$ cat src/logic/gtg_map.vh
// register map, field positions and reset values of the gated timer block
`ifndef GTG_MAP_VH
`define GTG_MAP_VH

// number of identical timer gate channels
`define GTG_NUM_TIMERS 3

// per-timer window: byte address = timer index * stride + offset
`define GTG_TIMER_STRIDE 16
`define GTG_OFF_GCON 4'h0
`define GTG_OFF_CNTL 4'h4
`define GTG_OFF_CNTH 4'h8
`define GTG_OFF_RUN 4'hC

// shared interrupt registers
`define GTG_ADR_IRQ_STAT 8'h30
`define GTG_ADR_IRQ_MASK 8'h34

// gate_control field positions
`define GTG_GE 7
`define GTG_POL 6
`define GTG_GTM 5
`define GTG_SPM 4
`define GTG_GO 3
`define GTG_GVAL 2
`define GTG_GSS_HI 1
`define GTG_GSS_LO 0

// gate_source_select encodings
`define GTG_GSS_PIN 2'h0
`define GTG_GSS_T0OVF 2'h1
`define GTG_GSS_CMP1 2'h2
`define GTG_GSS_CMP2 2'h3

// run register field
`define GTG_RUN_BIT 0

// interrupt status / mask layout
`define GTG_IRQ_GEV_LSB 0
`define GTG_IRQ_OVF_LSB 4

// reset values
`define GTG_GCON_RST 8'h00
`define GTG_IRQ_RST 8'h00

// count limits and source bus width
`define GTG_CNT_MAX 16'hFFFF
`define GTG_SRC_W 6

`endif

$ cat src/logic/gtg_sync.v
// two-flop synchroniser for the gate source inputs
`timescale 1ns/1ps
module gtg_sync #(
	parameter W = 6
) (
	// clock and reset
	input wire clk_i,
	input wire rst_i,
	// asynchronous levels in, synchronised levels out
	input wire [W-1:0] async_i,
	output wire [W-1:0] sync_o
);

reg [W-1:0] meta_q;
reg [W-1:0] sync_q;

// first stage feeds only the second stage
always @(posedge clk_i) begin
	if (rst_i) begin
		meta_q <= {W{1'b0}};
		sync_q <= {W{1'b0}};
	end else begin
		meta_q <= async_i;
		sync_q <= meta_q;
	end
end

assign sync_o = sync_q;

endmodule // gtg_sync

$ cat src/logic/gtg_top.v
// three gated 16-bit timer channels with gate control behind classic wishbone
//
// Local design decisions: the Wishbone register port and the address map.
`timescale 1ns/1ps
`include "gtg_map.vh"

module gtg_top (
	// clock and reset
	input wire clk_i,
	input wire rst_i,
	// wishbone slave
	input wire wb_cyc_i,
	input wire wb_stb_i,
	input wire wb_we_i,
	input wire [7:0] wb_adr_i,
	input wire [31:0] wb_dat_i,
	input wire [3:0] wb_sel_i,
	output wire [31:0] wb_dat_o,
	output wire wb_ack_o,
	// count strobes from the clock/prescaler stage, one per timer
	input wire [2:0] tick_i,
	// gate sources
	input wire [2:0] gate_pin_i,
	input wire t0_ovf_i,
	input wire cmp1_i,
	input wire cmp2_i,
	// status out
	output wire irq_o,
	output wire [2:0] count_en_o,
	output wire [2:0] gate_value_o
);

// decode of one register word, shared by every channel and the irq registers
function hit;
	input [7:0] adr;
	input [7:0] reg_adr;
	begin
		hit = (adr[7:2] == reg_adr[7:2]);
	end
endfunction

// bus handshake state
reg ack_q;
reg [7:0] dat_q;
wire req;
wire wr_en;
wire [7:0] wdat;

// shared interrupt state
reg [7:0] irq_stat_q;
reg [7:0] irq_mask_q;
reg irq_q;
reg [7:0] irq_stat_d;
wire [7:0] irq_events;

// per-channel results gathered for the read mux and irq logic
wire [23:0] rd_t;
wire [2:0] gev_t;
wire [2:0] ovf_t;

// synchronised gate sources: pins [2:0], overflow, cmp1, cmp2
wire [5:0] src_sync;
wire [2:0] pin_s;
wire t0_s;
wire cmp1_s;
wire cmp2_s;

reg [7:0] rd_d;
integer k;

// single-cycle request: ack follows the sampled request by one edge
assign req = wb_cyc_i & wb_stb_i & ~ack_q;
// registers are eight bits wide, so only lane 0 writes
assign wr_en = req & wb_we_i & wb_sel_i[0];
assign wdat = wb_dat_i[7:0];

// all sources go through two flops, comparators included
gtg_sync #(
	.W(`GTG_SRC_W)
) u_sync (
	.clk_i(clk_i),
	.rst_i(rst_i),
	.async_i({cmp2_i, cmp1_i, t0_ovf_i, gate_pin_i}),
	.sync_o(src_sync)
);

assign pin_s = src_sync[2:0];
assign t0_s = src_sync[3];
assign cmp1_s = src_sync[4];
assign cmp2_s = src_sync[5];

genvar i;
generate
	for (i = 0; i < `GTG_NUM_TIMERS; i = i + 1) begin : g_tmr
		localparam integer TBASE_I = i * `GTG_TIMER_STRIDE;
		localparam [7:0] TBASE = TBASE_I[7:0];
		localparam [7:0] A_GCON = TBASE | {4'h0, `GTG_OFF_GCON};
		localparam [7:0] A_CNTL = TBASE | {4'h0, `GTG_OFF_CNTL};
		localparam [7:0] A_CNTH = TBASE | {4'h0, `GTG_OFF_CNTH};
		localparam [7:0] A_RUN = TBASE | {4'h0, `GTG_OFF_RUN};

		// control fields
		reg ge_q;
		reg pol_q;
		reg gtm_q;
		reg spm_q;
		reg go_q;
		reg [1:0] gss_q;
		reg run_q;
		// gate path state
		reg g_prev_q;
		reg tog_q;
		reg tg_prev_q;
		reg open_q;
		reg gval_q;
		reg cnt_en_q;
		// count, no reset: keeps its value through reset
		reg [15:0] cnt_q;

		reg src;
		wire g;
		wire g_rise;
		wire tg;
		wire tg_rise;
		wire tg_fall;
		wire gate_lvl;
		wire cnt_en;
		wire wr_gcon;
		wire wr_cntl;
		wire wr_cnth;
		wire wr_run;
		wire [7:0] gcon_rd;

		assign wr_gcon = wr_en & hit(wb_adr_i, A_GCON);
		assign wr_cntl = wr_en & hit(wb_adr_i, A_CNTL);
		assign wr_cnth = wr_en & hit(wb_adr_i, A_CNTH);
		assign wr_run = wr_en & hit(wb_adr_i, A_RUN);

		// source select
		always @* begin
			case (gss_q)
				`GTG_GSS_PIN: src = pin_s[i];
				`GTG_GSS_T0OVF: src = t0_s;
				`GTG_GSS_CMP1: src = cmp1_s;
				default: src = cmp2_s;
			endcase
		end

		// polarity makes g the active level
		assign g = pol_q ? src : ~src;
		assign g_rise = g & ~g_prev_q;
		// toggle flop output replaces the gate in toggle mode
		assign tg = gtm_q ? tog_q : g;
		assign tg_rise = tg & ~tg_prev_q;
		assign tg_fall = ~tg & tg_prev_q;
		// single pulse only passes the window opened after arming
		assign gate_lvl = spm_q ? (go_q & open_q & tg) : tg;
		// gate only matters while running with gate enable set
		assign cnt_en = run_q & (~ge_q | gval_q);

		// control register writes and hardware clear of the status bit
		always @(posedge clk_i) begin
			if (rst_i) begin
				ge_q <= 1'b0;
				pol_q <= 1'b0;
				gtm_q <= 1'b0;
				spm_q <= 1'b0;
				go_q <= 1'b0;
				gss_q <= 2'h0;
				run_q <= 1'b0;
			end else begin
				if (wr_gcon) begin
					ge_q <= wdat[`GTG_GE];
					pol_q <= wdat[`GTG_POL];
					gtm_q <= wdat[`GTG_GTM];
					spm_q <= wdat[`GTG_SPM];
					// arming only sticks with single-pulse mode on
					go_q <= wdat[`GTG_GO] & wdat[`GTG_SPM];
					gss_q <= wdat[`GTG_GSS_HI:`GTG_GSS_LO];
				end else if (~spm_q) begin
					go_q <= 1'b0;
				end else if (go_q & open_q & tg_fall) begin
					go_q <= 1'b0;
				end
				if (wr_run)
					run_q <= wdat[`GTG_RUN_BIT];
			end
		end

		// edge history, toggle flop, pulse window, latched gate value
		always @(posedge clk_i) begin
			if (rst_i) begin
				g_prev_q <= 1'b0;
				tg_prev_q <= 1'b0;
				tog_q <= 1'b0;
				open_q <= 1'b0;
				gval_q <= 1'b0;
				cnt_en_q <= 1'b0;
			end else begin
				g_prev_q <= g;
				tg_prev_q <= tg;
				if (~gtm_q | ~run_q)
					tog_q <= 1'b0;
				else if (g_rise)
					tog_q <= ~tog_q;
				// window closes whenever the arm is gone; re-arm waits for a new edge
				if (~spm_q | ~go_q)
					open_q <= 1'b0;
				else if (tg_rise)
					open_q <= 1'b1;
				// sampled every cycle, independent of gate enable
				gval_q <= gate_lvl;
				cnt_en_q <= cnt_en;
			end
		end

		// count; a bus write takes precedence over an increment
		always @(posedge clk_i) begin
			if (wr_cntl)
				cnt_q[7:0] <= wdat;
			else if (wr_cnth)
				cnt_q[15:8] <= wdat;
			else if (tick_i[i] & cnt_en)
				cnt_q <= cnt_q + 16'h0001;
		end

		assign ovf_t[i] = tick_i[i] & cnt_en & ~wr_cntl & ~wr_cnth & (cnt_q == `GTG_CNT_MAX);
		// falling edge of the latched gate value, not gated by enable
		assign gev_t[i] = gval_q & ~gate_lvl;

		assign gcon_rd = {ge_q, pol_q, gtm_q, spm_q, go_q, gval_q, gss_q};
		assign rd_t[i*8 +: 8] = hit(wb_adr_i, A_GCON) ? gcon_rd :
			hit(wb_adr_i, A_CNTL) ? cnt_q[7:0] :
			hit(wb_adr_i, A_CNTH) ? cnt_q[15:8] :
			hit(wb_adr_i, A_RUN) ? {7'h00, run_q} : 8'h00;

		assign count_en_o[i] = cnt_en_q;
		assign gate_value_o[i] = gval_q;
	end
endgenerate

// event vector in the status layout; spare bits stay zero
assign irq_events = {1'b0, ovf_t, 1'b0, gev_t};

// write-one-to-clear; a same-cycle event wins over the clear
always @* begin
	irq_stat_d = irq_stat_q;
	if (wr_en & hit(wb_adr_i, `GTG_ADR_IRQ_STAT))
		irq_stat_d = irq_stat_q & ~wdat;
	irq_stat_d = irq_stat_d | irq_events;
end

// read mux: channels decode disjoint words, so OR-ing is safe
always @* begin
	rd_d = 8'h00;
	for (k = 0; k < `GTG_NUM_TIMERS; k = k + 1)
		rd_d = rd_d | rd_t[k*8 +: 8];
	if (hit(wb_adr_i, `GTG_ADR_IRQ_STAT))
		rd_d = irq_stat_q;
	else if (hit(wb_adr_i, `GTG_ADR_IRQ_MASK))
		rd_d = irq_mask_q;
end

// interrupt registers and registered level output
always @(posedge clk_i) begin
	if (rst_i) begin
		irq_stat_q <= `GTG_IRQ_RST;
		irq_mask_q <= `GTG_IRQ_RST;
		irq_q <= 1'b0;
	end else begin
		irq_stat_q <= irq_stat_d;
		if (wr_en & hit(wb_adr_i, `GTG_ADR_IRQ_MASK))
			irq_mask_q <= wdat;
		// one cycle behind the status so the pin comes from a flop
		irq_q <= |(irq_stat_q & irq_mask_q);
	end
end

// bus answer: every address acks, unmapped ones read zero
always @(posedge clk_i) begin
	if (rst_i) begin
		ack_q <= 1'b0;
		dat_q <= 8'h00;
	end else begin
		ack_q <= req;
		if (req & ~wb_we_i)
			dat_q <= rd_d;
	end
end

assign wb_ack_o = ack_q;
assign wb_dat_o = {24'h000000, dat_q};
assign irq_o = irq_q;

endmodule // gtg_top

$ cat config.mk
export PLATFORM = sky130hd
export DESIGN_NAME = gtg_top
export DESIGN_NICKNAME = d
export VERILOG_FILES = /design/src/logic/gtg_sync.v /design/src/logic/gtg_top.v
export VERILOG_INCLUDE_DIRS = /design/src /design/src/logic
export SDC_FILE = /design/constraint.sdc
export NUM_CORES = 1
export LEC_CHECK = 0
export BUFFER_PORTS_ARGS = -buffer_cell sky130_fd_sc_hd__buf_2
export CAP_MARGIN = 10
export CORE_UTILIZATION = 55
export DETAILED_ROUTE_END_ITERATION = 10
export GPL_TIMING_DRIVEN = 0
export PLACE_DENSITY_LB_ADDON = 0.15
export REMOVE_ABC_BUFFERS = 1
export SYNTH_ARGS = -nofsm -noshare
export SYNTH_HDL_FRONTEND = slang
export SYNTH_SLANG_ARGS = --single-unit
$ cat constraint.sdc
create_clock -name clk_i -period 5.3 [get_ports clk_i]
set_input_delay 0.265 -clock clk_i [delete_from_list [all_inputs] [get_ports clk_i]]
set_output_delay 0.265 -clock clk_i [all_outputs]
set_load 0.1 [all_outputs]
==> run metrics <==
run status=completed; slowest stage cell on the critical path=nor3_4; number of setup buffers added after CTS=0; Maximum Capacitance Violations=0; Synth Register Bits=128; IR Drop Worst-Case VDD=0.000243 V; initial antenna violation count=0; flip-flop and latch area=0.00304 mm^2; routed via count=5777; Critical Path Source Type=register; minimum setup slack after placement=1950 ps; # setup viols final=0; FILL cells=1051; CTS Buf Count=17; first-pass GRT wire length=29700 um; count of flip-flops with a built-in enable after synthesis=48; area of the multi-input gates=0.00358 mm^2; mean area per synthesized cell=9.11 um^2; sequential-to-total area share from yosys stat=0.433; clock-pin slew on the worst setup and hold paths=60 ps; stage delay of the slowest cell on the critical path=840 ps; vertical die dimension=115 um; DIE AREA=0.0132 mm^2; Worst Setup Path Type=register to register; root buf cell=clkbuf_16; Post-Place Cells=931; Worst Tran Pin Value=1170 ps; hold path endpoint=u_sync.meta_q[4]; clock latency at the later pin of the worst-skew pair=440 ps; post-layout instance count excluding filler cells=964; normalized max-slew margin=0.215; share of the cycle needed by the critical path after routing=0.631; Iteration-0 DRC Markers=585; number of cell rows=40; Post-Route Setup TNS=0 ps; via-per-instance ratio=5.99; Synth Instances=771; dominant register cell in the synthesized netlist=dfxtp_1; Power, Total=0.00247 W; post-DP HPWL=12900 um; length in cells of the worst reg-to-reg path=5; maximum fanout count along the critical path=21; Max Clock Freq=299 MHz; cells along the critical path=and3b_1 -> nand3_1 -> nor3_4 -> inv_1 -> a21oi_1; leakage power summed over all cells=2.75 nW; horizontal die dimension=115 um; number of buffers inserted by hold repair at cts=0; area overhead of the layout relative to synthesis=10.4%; Yosys cell types=70; Clock Path Buffers=2; number of remaining DRC errors=0; RSZ-0062 raised after global routing=no; number of gates resized after cts=0; Worst R2R End=g_tmr[2].cnt_q[12]; kind of cell adding the most delay to the critical path=simple AND/OR/NAND/NOR gates; library cell with the largest summed area after synthesis=dfxtp_1; Fin Clk Skew=10.9 ps; largest net degree at the start of global routing=51; cell area after layout=0.00776 mm^2; diode insertion count for antenna repair=0; count of TritonRoute iterations in the first routing pass=5; depth of the CTS H-tree=4; Power Density=319 mW/mm^2; Tightest Hold Check Type=input port to register; Area contributors post-synth=dfxtp_1, edfxtp_1, nand2_1; number of sinks driven by the clock tree=128; all-layer global routing usage=0.304; hold-critical path depth=2; WP data required=5360 ps; grt total ovfl=0; TritonCTS clock tree=built; remaining antenna violation count after routing=0; number of max-slew violations in the final report=0; IO Pins=98; min Tclk post-route=3340 ps; worst min-delay path startpoint=cmp1_i; via count of the first global-routing pass=5460; average wire length per cell after detail routing=19.5 um; routed wire length=18800 um; final net count=844; Buffers & Inverters on Critical Path=1; final hold violations=0; startpoint of the worst-slack reg-to-reg timing path=wb_ack_o; setup slack of the worst register-to-register path=1960 ps; number of port buffers=44; total cell area at the placement stage=0.00713 mm^2; post-synth design cell area=0.00702 mm^2; crit path DAT=3410 ps; final setup margin=1960 ps; starting utilization of the core area=0.575; layout cell share with drive strength beyond 1=0.124; proportion of netlist area held by the largest area contributor=0.228; Worst Setup End Kind=register; placeable core region=0.0122 mm^2; number of warnings printed during yosys synthesis=0; share of flip-flops with an asynchronous set or reset after synthesis=0; final weighted congestion of routability-driven global placement=0.927
-- metal layers --
layer	part of all wire	track usage	vias to the layer above	wire, um
li1	-	-	2738	-
met3	0.076	0.0685	44	1420
met2	0.47	0.480	259	8760
met1	0.43	0.404	2736	8090
met5	0	0	-	0
met4	0.027	0.127	0	512
-- report_power, final --
group	internal, W	switching [W]
clock	0.000777	0.000444
combinational	0.0000378	0.000181
sequential	0.00103	0.00000754
total	0.00184	0.000632
-- per-stage QoR --
stage          utilization  hold slack [ps]
6_report             0.635             34.0
5_1_grt              0.635             40.5
4_1_cts              0.635             26.2
3_5_place_dp         0.584              426
3_3_place_gp         0.582              422
2_1_floorplan            -              334
-- cell families after synthesis --
family                   after synthesis  synth area share
adder cells (fa/ha/maj)                3           0.00535
buffers and inverters                 89            0.0688
flip-flops                           128             0.433
XOR/XNOR                              48            0.0599
multiplexers                          38            0.0600
AND/OR/NAND/NOR                      295             0.216
AO/OA/AOI/OAI                        169             0.156
other                                  1          0.000534
-- cells in the final DEF (no fill, tap or decap), types with 4 or more instances in the layout --
cell type	n
a211o_1	6
a211oi_1	4
a21o_1	4
a21oi_1	37
a221oi_1	4
a22o_1	4
a22oi_1	14
and3_1	10
buf_2	44
clkbuf_16	20
clkbuf_8	4
conb_1	24
dfxtp_1	80
edfxtp_1	48
inv_1	12
mux2i_1	32
nand2_1	89
nand2b_1	13
nand3_1	22
nand3b_1	5
nand4_1	7
nor2_1	75
nor2b_1	15
nor3_1	13
nor3_4	4
nor4_1	11
o21a_1	4
o21ai_0	16
o21ai_1	40
o221ai_1	4
o22ai_1	4
or2_1	5
xnor2_1	27
xor2_1	21
-- worst max path at each step --
stage / cells past startpoint / to / start
after global routing: 4 / g_tmr[1].cnt_q[3] / wb_ack_o
after floorplan: 5 / g_tmr[0].cnt_q[10] / wb_ack_o
after detailed placement: 5 / g_tmr[1].cnt_q[6] / wb_stb_i
after global placement: 6 / g_tmr[0].cnt_q[11] / wb_stb_i
after CTS: 4 / g_tmr[1].cnt_q[2] / wb_ack_o
final: 5 / g_tmr[2].cnt_q[12] / wb_ack_o
-- registers in the layout, summed over array words and instances, names as in the netlist, 6 cells and up --
signal         count
dat_q              8
irq_stat_q         8
u_sync.meta_q      6
g_tmr.gss_q        6
u_sync.sync_o      6
g_tmr.cnt_q       48
irq_mask_q         8
-- Yosys cell counts (12+ instances only) --
cell type / instances
clkbuf_1: 27
buf_2: 14
nand3_1: 22
edfxtp_1: 48
xor2_1: 21
mux2i_1: 32
inv_1: 12
nand2_1: 89
a21oi_1: 37
buf_4: 31
nand2b_1: 13
nor2b_1: 15
o21ai_0: 16
nor3_1: 13
a22oi_1: 14
nor2_1: 75
o21ai_1: 40
xnor2_1: 27
dfxtp_1: 80
-- area by class of cell --
type	instances	share of cell area
inverters	13	0.00629
flip-flops and latches	128	0.392
repair buffers	46	0.0319
clock inverters	7	0.00823
well taps	168	0.0271
multi-input cells	577	0.462
clock buffers	25	0.0721
Note: power is estimated with default switching activity, not from simulation.
